### src/core/rofmt_pkg.sv
/*
 * Constants and types of the reading output formatter: register map, field
 * positions, values after reset, format codes and the carriers.
 * Assumes nothing of its surroundings; every user names items as rofmt_pkg::name.
 */
package rofmt_pkg;

    // ----------------------------------------------------------------
    // Register map and fields.
    // ----------------------------------------------------------------
    localparam logic [7:0] REG_FORMAT = 8'h00;
    localparam logic [7:0] REG_ELEMENTS = 8'h04;
    localparam logic [7:0] REG_BYTE_ORDER = 8'h08;
    localparam logic [7:0] REG_CONTROL = 8'h0c;
    localparam logic [7:0] REG_STATUS = 8'h10;
    localparam int FMT_TYPE_LSB = 0;
    localparam int FMT_LEN_LSB = 8;
    localparam int CTRL_RESET_BIT = 0;
    localparam int CTRL_PRESET_BIT = 1;

    // Format type codes written by software and length arguments.
    localparam logic [2:0] CMD_ASC = 3'h0;
    localparam logic [2:0] CMD_REAL = 3'h1;
    localparam logic [2:0] CMD_SRE = 3'h2;
    localparam logic [2:0] CMD_DRE = 3'h3;
    localparam logic [7:0] LEN_NONE = 8'h00;
    localparam logic [7:0] LEN_32 = 8'h20;
    localparam logic [7:0] LEN_64 = 8'h40;

    // Active format, as reported back to the host.
    typedef enum logic [2:0] {
        FMT_ASC = 3'h0,
        FMT_REAL32 = 3'h1,
        FMT_REAL64 = 3'h2,
        FMT_SRE = 3'h3,
        FMT_DRE = 3'h4
    } rofmt_fmt_t;

    // ----------------------------------------------------------------
    // Elements, reset values and stream constants.
    // ----------------------------------------------------------------
    localparam logic [2:0] EL_READING = 3'h0;
    localparam logic [2:0] EL_CHANNEL = 3'h1;
    localparam logic [2:0] EL_INDEX = 3'h2;
    localparam logic [2:0] EL_UNITS = 3'h3;
    localparam logic [2:0] EL_TIME = 3'h4;
    localparam logic [2:0] EL_STATUS = 3'h5;
    localparam logic [2:0] EL_NONE = 3'h7;
    localparam logic [5:0] ELEMS_ALL = 6'h3f;
    localparam logic [5:0] ELEMS_RESET = 6'h01;
    localparam logic [5:0] ELEMS_BINARY = 6'h17;
    localparam logic SWAP_RESET = 1'b1;
    localparam logic [7:0] HDR_BYTE0 = 8'h23;
    localparam logic [7:0] HDR_BYTE1 = 8'h30;
    localparam logic [7:0] SEP_CHAR = 8'h2c;
    localparam logic [7:0] HEX_DIGIT_BASE = 8'h30;
    localparam logic [7:0] HEX_ALPHA_BASE = 8'h57;
    localparam logic [4:0] BYTES_SINGLE = 5'h04;
    localparam logic [4:0] BYTES_DOUBLE = 5'h08;
    localparam logic [4:0] CHARS_NUMBER = 5'h10;
    localparam logic [4:0] CHARS_LETTER = 5'h01;
    localparam int FIFO_DEPTH = 32;
    localparam int BYTE_W = 8;

    // Formatter states, one-hot.
    typedef enum logic [3:0] {
        ST_IDLE = 4'h1,
        ST_HDR0 = 4'h2,
        ST_HDR1 = 4'h4,
        ST_ELEM = 4'h8
    } rofmt_state_t;

    // One conversion: both precisions of each element plus the text letters.
    typedef struct packed {
        logic from_buffer;
        logic [5:0][63:0] dbl;
        logic [5:0][31:0] sgl;
        logic [7:0] unit_char;
        logic [7:0] status_char;
    } rofmt_conv_t;

    // One byte of the output stream.
    typedef struct packed {
        logic [7:0] data;
        logic last;
    } rofmt_byte_t;

endpackage

### src/core/rofmt_formatter.sv
/*
 * Reading output formatter: register port, element sequencer and output FIFO.
 * Assumes a single clock, saved setup inputs stable on that clock, and a host
 * that drains the byte stream with valid and ready.
 */
// The implementer's own choices: the address-and-strobe port and the register offsets.
`timescale 1ns/1ps
`default_nettype none

module rofmt_fifo #(
    parameter int WIDTH = rofmt_pkg::BYTE_W + 1,
    parameter int DEPTH = rofmt_pkg::FIFO_DEPTH
) (
    // Clock and reset.
    input wire logic clk_sys_in,
    input wire logic rst_n_in,
    // Filling side.
    input wire logic in_valid_in,
    output logic in_ready_out,
    input wire logic [WIDTH-1:0] in_data_in,
    // Draining side.
    output logic out_valid_out,
    input wire logic out_ready_in,
    output logic [WIDTH-1:0] out_data_out,
    output logic [$clog2(DEPTH):0] count_out
);
    localparam int AW = $clog2(DEPTH);
    typedef struct packed {
        logic [DEPTH-1:0][WIDTH-1:0] mem;
        logic [AW-1:0] wptr;
        logic [AW-1:0] rptr;
        logic [AW:0] count;
    } rofmt_fifo_t;
    rofmt_fifo_t q;
    rofmt_fifo_t next_q;
    logic push;
    logic pop;

    // Full and empty come straight from the occupancy count.
    assign in_ready_out = q.count != (AW+1)'(DEPTH);
    assign out_valid_out = q.count != '0;
    assign out_data_out = q.mem[q.rptr];
    assign count_out = q.count;
    assign push = in_valid_in && in_ready_out;
    assign pop = out_valid_out && out_ready_in;

    // Pointer and storage update.
    always_comb begin
        next_q = q;
        if (push) begin
            next_q.mem[q.wptr] = in_data_in;
            next_q.wptr = q.wptr + 1'b1;
        end
        if (pop) begin
            next_q.rptr = q.rptr + 1'b1;
        end
        next_q.count = q.count + (AW+1)'(push) - (AW+1)'(pop);
    end

    // State register.
    always_ff @(posedge clk_sys_in or negedge rst_n_in) begin
        if (!rst_n_in) begin
            q <= '0;
        end else begin
            q <= next_q;
        end
    end
endmodule

module rofmt_formatter (
    // Clock and reset.
    input wire logic clk_sys_in,
    input wire logic rst_n_in,
    // Register port.
    input wire logic [7:0] reg_addr_in,
    input wire logic [31:0] reg_wdata_in,
    input wire logic reg_wr_in,
    input wire logic reg_rd_in,
    output logic [31:0] reg_rdata_out,
    // Saved power-on setup.
    input wire logic [2:0] saved_format_in,
    input wire logic [5:0] saved_elements_in,
    input wire logic saved_swap_in,
    // Conversions in.
    input wire logic conv_valid_in,
    output logic conv_ready_out,
    input wire rofmt_pkg::rofmt_conv_t conv_in,
    // Byte stream out.
    output logic byte_valid_out,
    input wire logic byte_ready_in,
    output logic [7:0] byte_data_out,
    output logic byte_last_out
);
    typedef struct packed {
        rofmt_pkg::rofmt_fmt_t fmt;
        logic swap;
        logic [5:0] elems;
        logic restore;
        rofmt_pkg::rofmt_state_t st;
        rofmt_pkg::rofmt_conv_t conv;
        logic bin;
        logic dbl;
        logic sw;
        logic [5:0] mask;
        logic [2:0] el;
        logic [4:0] bi;
        logic sep;
        logic [31:0] rdata;
    } rofmt_core_t;
    rofmt_core_t q;
    rofmt_core_t next_q;
    rofmt_pkg::rofmt_byte_t push_byte;
    rofmt_pkg::rofmt_byte_t pop_byte;
    logic push_valid;
    logic push_ready;
    logic push_ok;
    logic start;
    logic start_bin;
    logic [2:0] nxt_el;
    logic [4:0] el_bytes;
    logic [5:0] sh;
    logic [3:0] nib;
    logic [5:0] fifo_count;
    logic [2:0] wtype;
    logic [7:0] wlen;

    // Lowest selected element in a mask, or none.
    function automatic logic [2:0] lowest(input logic [5:0] m);
        logic [2:0] r;
        r = rofmt_pkg::EL_NONE;
        for (int i = 5; i >= 0; i--) begin
            if (m[i]) begin
                r = 3'(i);
            end
        end
        return r;
    endfunction

    // ----------------------------------------------------------------
    // Byte selection for the current position in the string.
    // ----------------------------------------------------------------
    assign wtype = reg_wdata_in[rofmt_pkg::FMT_TYPE_LSB +: 3];
    assign wlen = reg_wdata_in[rofmt_pkg::FMT_LEN_LSB +: 8];
    assign start = conv_valid_in && conv_ready_out;
    assign start_bin = conv_in.from_buffer && q.fmt != rofmt_pkg::FMT_ASC;
    assign conv_ready_out = q.st == rofmt_pkg::ST_IDLE && !q.restore;
    assign nxt_el = lowest(q.mask & (6'h3e << q.el));
    assign push_ok = push_valid && push_ready;

    always_comb begin
        el_bytes = q.dbl ? rofmt_pkg::BYTES_DOUBLE : rofmt_pkg::BYTES_SINGLE;
        if (!q.bin) begin
            el_bytes = (q.el == rofmt_pkg::EL_UNITS || q.el == rofmt_pkg::EL_STATUS)
                ? rofmt_pkg::CHARS_LETTER : rofmt_pkg::CHARS_NUMBER;
        end
        push_valid = q.st != rofmt_pkg::ST_IDLE;
        push_byte.last = 1'b0;
        sh = '0;
        nib = 4'(q.conv.dbl[q.el] >> {4'(4'hf - q.bi[3:0]), 2'b00});
        push_byte.data = (nib < 4'ha) ? rofmt_pkg::HEX_DIGIT_BASE + 8'(nib)
            : rofmt_pkg::HEX_ALPHA_BASE + 8'(nib);
        unique case (q.st)
            rofmt_pkg::ST_HDR0: begin
                push_byte.data = rofmt_pkg::HDR_BYTE0;
            end
            rofmt_pkg::ST_HDR1: begin
                push_byte.data = rofmt_pkg::HDR_BYTE1;
                push_byte.last = q.mask == '0;
            end
            rofmt_pkg::ST_ELEM: begin
                push_byte.last = !q.sep && q.bi == el_bytes - 5'h01 && nxt_el == rofmt_pkg::EL_NONE;
                if (q.sep) begin
                    push_byte.data = rofmt_pkg::SEP_CHAR;
                end else if (q.bin && q.dbl) begin
                    sh = {q.sw ? q.bi[2:0] : 3'(3'h7 - q.bi[2:0]), 3'b000};
                    push_byte.data = 8'(q.conv.dbl[q.el] >> sh);
                end else if (q.bin) begin
                    sh = {1'b0, q.sw ? q.bi[1:0] : 2'(2'h3 - q.bi[1:0]), 3'b000};
                    push_byte.data = 8'(q.conv.sgl[q.el] >> sh);
                end else if (q.el == rofmt_pkg::EL_UNITS) begin
                    push_byte.data = q.conv.unit_char;
                end else if (q.el == rofmt_pkg::EL_STATUS) begin
                    push_byte.data = q.conv.status_char;
                end
            end
            default: begin
                push_byte.data = '0;
            end
        endcase
    end

    // ----------------------------------------------------------------
    // Settings, register access and sequencer.
    // ----------------------------------------------------------------
    always_comb begin
        next_q = q;
        next_q.rdata = '0;
        if (q.restore) begin
            next_q.restore = 1'b0;
            next_q.fmt = (saved_format_in > 3'h4) ? rofmt_pkg::FMT_ASC : rofmt_pkg::rofmt_fmt_t'(saved_format_in);
            next_q.elems = saved_elements_in;
            next_q.swap = saved_swap_in;
        end else if (reg_wr_in) begin
            unique case (reg_addr_in)
                rofmt_pkg::REG_FORMAT: begin
                    unique case (wtype)
                        rofmt_pkg::CMD_ASC: next_q.fmt = rofmt_pkg::FMT_ASC;
                        rofmt_pkg::CMD_SRE: next_q.fmt = rofmt_pkg::FMT_SRE;
                        rofmt_pkg::CMD_DRE: next_q.fmt = rofmt_pkg::FMT_DRE;
                        rofmt_pkg::CMD_REAL: begin
                            if (wlen == rofmt_pkg::LEN_64) begin
                                next_q.fmt = rofmt_pkg::FMT_REAL64;
                            end else if (wlen == rofmt_pkg::LEN_32 || wlen == rofmt_pkg::LEN_NONE) begin
                                next_q.fmt = rofmt_pkg::FMT_REAL32;
                            end
                        end
                        default: next_q.fmt = q.fmt;
                    endcase
                end
                rofmt_pkg::REG_ELEMENTS: next_q.elems = reg_wdata_in[5:0];
                rofmt_pkg::REG_BYTE_ORDER: next_q.swap = reg_wdata_in[0];
                rofmt_pkg::REG_CONTROL: begin
                    if (reg_wdata_in[rofmt_pkg::CTRL_RESET_BIT] || reg_wdata_in[rofmt_pkg::CTRL_PRESET_BIT]) begin
                        next_q.fmt = rofmt_pkg::FMT_ASC;
                        next_q.swap = rofmt_pkg::SWAP_RESET;
                        next_q.elems = reg_wdata_in[rofmt_pkg::CTRL_PRESET_BIT]
                            ? rofmt_pkg::ELEMS_ALL : rofmt_pkg::ELEMS_RESET;
                    end
                end
                default: next_q.fmt = q.fmt;
            endcase
        end
        if (reg_rd_in) begin
            unique case (reg_addr_in)
                rofmt_pkg::REG_FORMAT: next_q.rdata = 32'(q.fmt);
                rofmt_pkg::REG_ELEMENTS: next_q.rdata = 32'(q.elems);
                rofmt_pkg::REG_BYTE_ORDER: next_q.rdata = 32'(q.swap);
                rofmt_pkg::REG_STATUS: next_q.rdata = {q.st != rofmt_pkg::ST_IDLE, 23'h000000, 2'h0, fifo_count};
                default: next_q.rdata = '0;
            endcase
        end
        unique case (q.st)
            rofmt_pkg::ST_IDLE: begin
                if (start) begin
                    next_q.conv = conv_in;
                    next_q.bin = start_bin;
                    next_q.dbl = q.fmt == rofmt_pkg::FMT_REAL64 || q.fmt == rofmt_pkg::FMT_DRE;
                    next_q.sw = q.swap && start_bin;
                    next_q.mask = q.elems & (start_bin ? rofmt_pkg::ELEMS_BINARY : rofmt_pkg::ELEMS_ALL);
                    next_q.el = lowest(next_q.mask);
                    next_q.bi = '0;
                    next_q.sep = 1'b0;
                    if (start_bin) begin
                        next_q.st = rofmt_pkg::ST_HDR0;
                    end else if (next_q.mask != '0) begin
                        next_q.st = rofmt_pkg::ST_ELEM;
                    end
                end
            end
            rofmt_pkg::ST_HDR0: begin
                if (push_ok) begin
                    next_q.st = rofmt_pkg::ST_HDR1;
                end
            end
            rofmt_pkg::ST_HDR1: begin
                if (push_ok) begin
                    next_q.st = (q.mask == '0) ? rofmt_pkg::ST_IDLE : rofmt_pkg::ST_ELEM;
                end
            end
            rofmt_pkg::ST_ELEM: begin
                if (push_ok) begin
                    if (q.sep) begin
                        next_q.sep = 1'b0;
                    end else if (q.bi == el_bytes - 5'h01) begin
                        next_q.bi = '0;
                        next_q.el = nxt_el;
                        next_q.sep = !q.bin;
                        if (nxt_el == rofmt_pkg::EL_NONE) begin
                            next_q.st = rofmt_pkg::ST_IDLE;
                        end
                    end else begin
                        next_q.bi = q.bi + 5'h01;
                    end
                end
            end
        endcase
    end

    // State register; power-up takes the saved setup one cycle after release.
    always_ff @(posedge clk_sys_in or negedge rst_n_in) begin
        if (!rst_n_in) begin
            q <= '0;
            q.st <= rofmt_pkg::ST_IDLE;
            q.restore <= 1'b1;
            q.swap <= rofmt_pkg::SWAP_RESET;
            q.elems <= rofmt_pkg::ELEMS_ALL;
        end else begin
            q <= next_q;
        end
    end

    // Output FIFO; its ready stalls the sequencer.
    rofmt_fifo #(.WIDTH(rofmt_pkg::BYTE_W + 1), .DEPTH(rofmt_pkg::FIFO_DEPTH)) u_fifo (
        .clk_sys_in(clk_sys_in),
        .rst_n_in(rst_n_in),
        .in_valid_in(push_valid),
        .in_ready_out(push_ready),
        .in_data_in(push_byte),
        .out_valid_out(byte_valid_out),
        .out_ready_in(byte_ready_in),
        .out_data_out(pop_byte),
        .count_out(fifo_count)
    );
    assign byte_data_out = pop_byte.data;
    assign byte_last_out = pop_byte.last;
    assign reg_rdata_out = q.rdata;
endmodule

`default_nettype wire

### config.mk
export PLATFORM = sky130hd
export DESIGN_NAME = rofmt_formatter
export DESIGN_NICKNAME = d
export VERILOG_FILES = /design/src/core/rofmt_pkg.sv /design/src/core/rofmt_formatter.sv
export SDC_FILE = /design/constraint.sdc
export NUM_CORES = 2
export LEC_CHECK = 0
export ABC_CLOCK_PERIOD_IN_PS = 5000
export BUFFER_PORTS_ARGS = -buffer_cell sky130_fd_sc_hd__clkbuf_2
export CORE_ASPECT_RATIO = 0.9
export CORE_MARGIN = 1.5
export CORE_UTILIZATION = 40
export CTS_CLUSTER_DIAMETER = 100
export DETAILED_ROUTE_END_ITERATION = 12
export PLACE_DENSITY = 0.6
export SYNTH_ARGS = -nofsm -noshare
export SYNTH_HDL_FRONTEND = slang
export SYNTH_SLANG_ARGS = --single-unit
### constraint.sdc
create_clock -name clk_sys_in -period 5 [get_ports clk_sys_in]
set_clock_uncertainty 0.1 [all_clocks]
set_input_delay 0.25 -clock clk_sys_in [delete_from_list [all_inputs] [get_ports clk_sys_in]]
set_output_delay 0.25 -clock clk_sys_in [all_outputs]
set_load 0.02 [all_outputs]
==> metrics.md <==
| Metric | Value |
|---|---|
| GRT Total Usage | 28.7% |
| Max Freq | 226 MHz |
| DR iter-0 viols | 4209 |
| Clk slew on worst S/H paths | 0.06 ns |
| Post-detailed-route wirelength per cell | 22.0 um |
| Placer congestion estimate | 0.948 |
| Required time of the critical path | 5.50 ns |
| Worst reg2reg path depth | 13 |
| TNS Setup | 0 ns |
| Tightest Pin Transition | 1.10 ns |
| Post-route ant nets | 0 |
| Crit Path Category | register to register |
| Fillers | 9725 |
| CP startpoint kind | register |
| Initial antenna violation count | 30 |
| Layout area overhead | 31.5% |
| Pin count of the biggest net entering global routing | 216 |
| Top cell type's share of synthesized area | 51.4% |
| Run status | complete, no violations |
| R2r startpoint | q[39]$_DFFE_PN0P_ |
| Flop pwr share | 44.1% |
| Top_reg_cell synth | dfrtp_1 |
| #FFs+latches synth | 936 |
| Worst Path Max Fanout | 36 |
| Gate power share | 16.9% |
| Site row count | 116 |
| Hpwl dp | 111 mm |
| VDD IR max | 0.000282 V |
| R2r setup slk | 0.57 ns |
| CP Launch Point | q[39]$_DFFE_PN0P_ |
| FF/Latch Area | 0.0234 mm^2 |
| Post-route insts no fill | 7555 |
| Post-CTS Setup Inserts | 0 |
| Core ar. | 0.112 mm^2 |
| H-Tree Level Count | 3 |
| IO Count | 692 |
| Share of cells above drive strength 1 | 20.2% |
| P_sw | 5450 uW |
| Hold WC Path Type | primary input to asynchronous set/reset pin |
| I/O Buffers | 648 |
| Tcrit/Tclk final | 88.6% |
| PD cells | 327 mW/mm^2 |
| Final-report setup violation count | 0 |
| Sequential area share after synthesis | 51.9% |
| Final Hold Vio Count | 0 |
| Die X-Extent | 357 um |
| Cts bufs inserted | 100 |
| Max-cap viol count | 0 |
| RSZ-0062 raised after global routing | false |
| Yosys warns | 0 |
| Post-layout minimum cycle time | 4.43 ns |
| Internal | 14000 uW |
| FFs w/ async S/R, synth | 100% |
| Vias in the first global route | 41300 |
| CTS tree | built |
| Final WL | 166 mm |
| Mapped Cells | 4830 |
| Slew HR | 25.4% |
| TritonRoute pass-1 iters | 5 |
| Syn_area_per_cell | 9.35 um^2 |
| Most frequent cells in the layout | 2262 x nand2_1, 922 x dfrtp_1, 647 x clkbuf_2 |
| Via count | 40400 |
| Critical path arrival | 4.93 ns |
| First-pass GRT wire length | 250 mm |
| Worst setup path endpoint | u_fifo.q[300]$_DFFE_PN0P_ |
| Worst R2R End | u_fifo.q[300]$_DFFE_PN0P_ |
| Commonest non-fill, non-tap cell in the layout | nand2_1 |
| DR vias/cell | 5.34 |
| Area of the multi-input gates | 0.0200 mm^2 |
| Netlist cell types | 90 |
| Fin. max-slew vios | 0 |
| Initial core utilization | 40.4% |
| CTS Buffer Depth | 3 |
| CTS sink count | 936 |
| Static Leak | 0.0295 uW |
| Worst setup EP type | register |
| Post-synth top area cell | dfrtp_1 |
| Clock latency on the worst-skew pair | 0.70 ns |
| Dpl cells | 6726 |
| CTS Root Cell | clkbuf_16 |
| EDFF count, synth | 0 |
| Final net count | 6647 |
| Largest cells by area after synthesis | dfrtp_1 51%, nand2_1 19%, mux4_2 7.9% |
| Min Hold Slack | 0.142 ns |
| Total die area | 0.115 mm^2 |
| Die height | 322 um |
| Switch share | 28.1% |
| DRC | 0 |
| Syn Std Cell Area | 0.0451 mm^2 |
| Remaining global-route overflow | 0 |
| Clk pwr share | 39.0% |
-- timing repair --
item,4_1_cts,5_1_grt
hold buffers,627,0
endpoints found under the setup margin,0,32
gates resized for setup,0,1
hold endpoints to repair,701,0
-- final cells by class --
class / instances / share of cell area, %
multi-input cells: 3537 / 33.7
well taps: 1475 / 3.11
clock buffers: 143 / 4.84
repair buffers: 1387 / 17.9
diodes: 24 / 0.101
inverters: 18 / 0.114
clock inverters: 35 / 0.706
flip-flops and latches: 936 / 39.5
-- layer usage --
layer	global-route usage [%]	share of wire (%)
met1	38.0	42
met2	44.7	46
met5	0	0.047
met4	14.6	5.5
met3	5.76	7.3
-- worst min-delay path by stage --
stage | to | cells past startpoint | slack (ns) | from
after global routing | q[53]$_DFFE_PN0P_ | 5 | 0.13 | conv_valid_in
after detailed placement | q[370]$_DFFE_PN0P_ | 1 | 0.28 | rst_n_in
after global placement | q[370]$_DFFE_PN0P_ | 1 | 0.28 | rst_n_in
after floorplan | q[100]$_DFFE_PN0P_ | 0 | -0.15 | rst_n_in
final | q[370]$_DFFE_PN0P_ | 2 | 0.14 | rst_n_in
after CTS | q[53]$_DFFE_PN0P_ | 5 | 0.1 | conv_valid_in
-- synth_stat cells (5+ instances only) --
master	count
dfstp_2	9
nor4_1	12
o2bb2ai_1	5
o22a_1	7
and3_1	10
nor3b_1	8
clkbuf_1	208
and2_1	12
inv_1	17
a32oi_1	5
buf_6	17
buf_4	44
nor2b_1	14
o22ai_1	72
mux2_2	98
nand3_1	14
ha_1	17
a22oi_1	21
o21ai_0	110
buf_1	44
dfrtp_1	927
xnor2_1	15
nand2b_1	12
o21ai_1	99
buf_2	43
a31oi_1	31
nor2_1	123
a211oi_1	7
nor3_1	23
a21oi_1	87
nand3b_1	10
xor2_1	7
mux4_2	159
a21o_1	5
o31ai_1	37
mux2i_1	122
a222oi_1	12
nand2_1	2262
buf_12	6
nand4_1	6
mux2_1	10
-- state kept, by name (all words and copies together), names as in the netlist --
register	cells
reg_rdata_out	7
q	625
u_fifo.q	298
u_fifo.count_out	6
-- cell families after synthesis --
kind of cell             share of synthesized area, %
flip-flops                                       51.9
AND/OR/NAND/NOR                                  22.0
multiplexers                                     13.3
XOR/XNOR                                        0.463
buffers and inverters                            4.21
adder cells (fa/ha/maj)                         0.515
AO/OA/AOI/OAI                                    7.59
other                                         0.00831
-- power groups by stage --
stage | registers [uW] | clock network (uW) | logic [uW]
final | 8570 | 7560 | 3280
after global routing | 8630 | 8000 | 3570
after CTS | 8560 | 7680 | 3260
after detailed placement | 8690 | 0 | 2850
after global placement | 8680 | 0 | 2810
after floorplan | 8340 | 0 | 1980
-- worst max-delay path: stages, from the launching register on --
cell	delay, ns
dfrtp_4	0.65
buf_12	0.28
buf_4	0.28
mux2_2	0.36
mux4_2	0.54
o22ai_1	0.16
a221o_1	0.20
a21oi_2	0.09
nand2_4	0.12
ha_1	0.22
a41oi_1	0.07
o211a_1	0.28
o21ai_4	0.64
mux2_2	0.29
-- per-stage QoR --
stage / utilization [%] / power (uW) / area [um^2] / worst slack (ns)
after floorplan: - / 10300 / 45200 / 1.64
after global placement: 44.6 / 11500 / 49700 / 0.380
after detailed placement: 44.6 / 11500 / 49700 / 0.306
after CTS: 53.1 / 19500 / 59300 / 0.301
after global routing: 53.2 / 20200 / 59400 / 0.321
final: 53.2 / 19400 / 59400 / 0.569
Note: power is estimated with default switching activity, not from simulation.
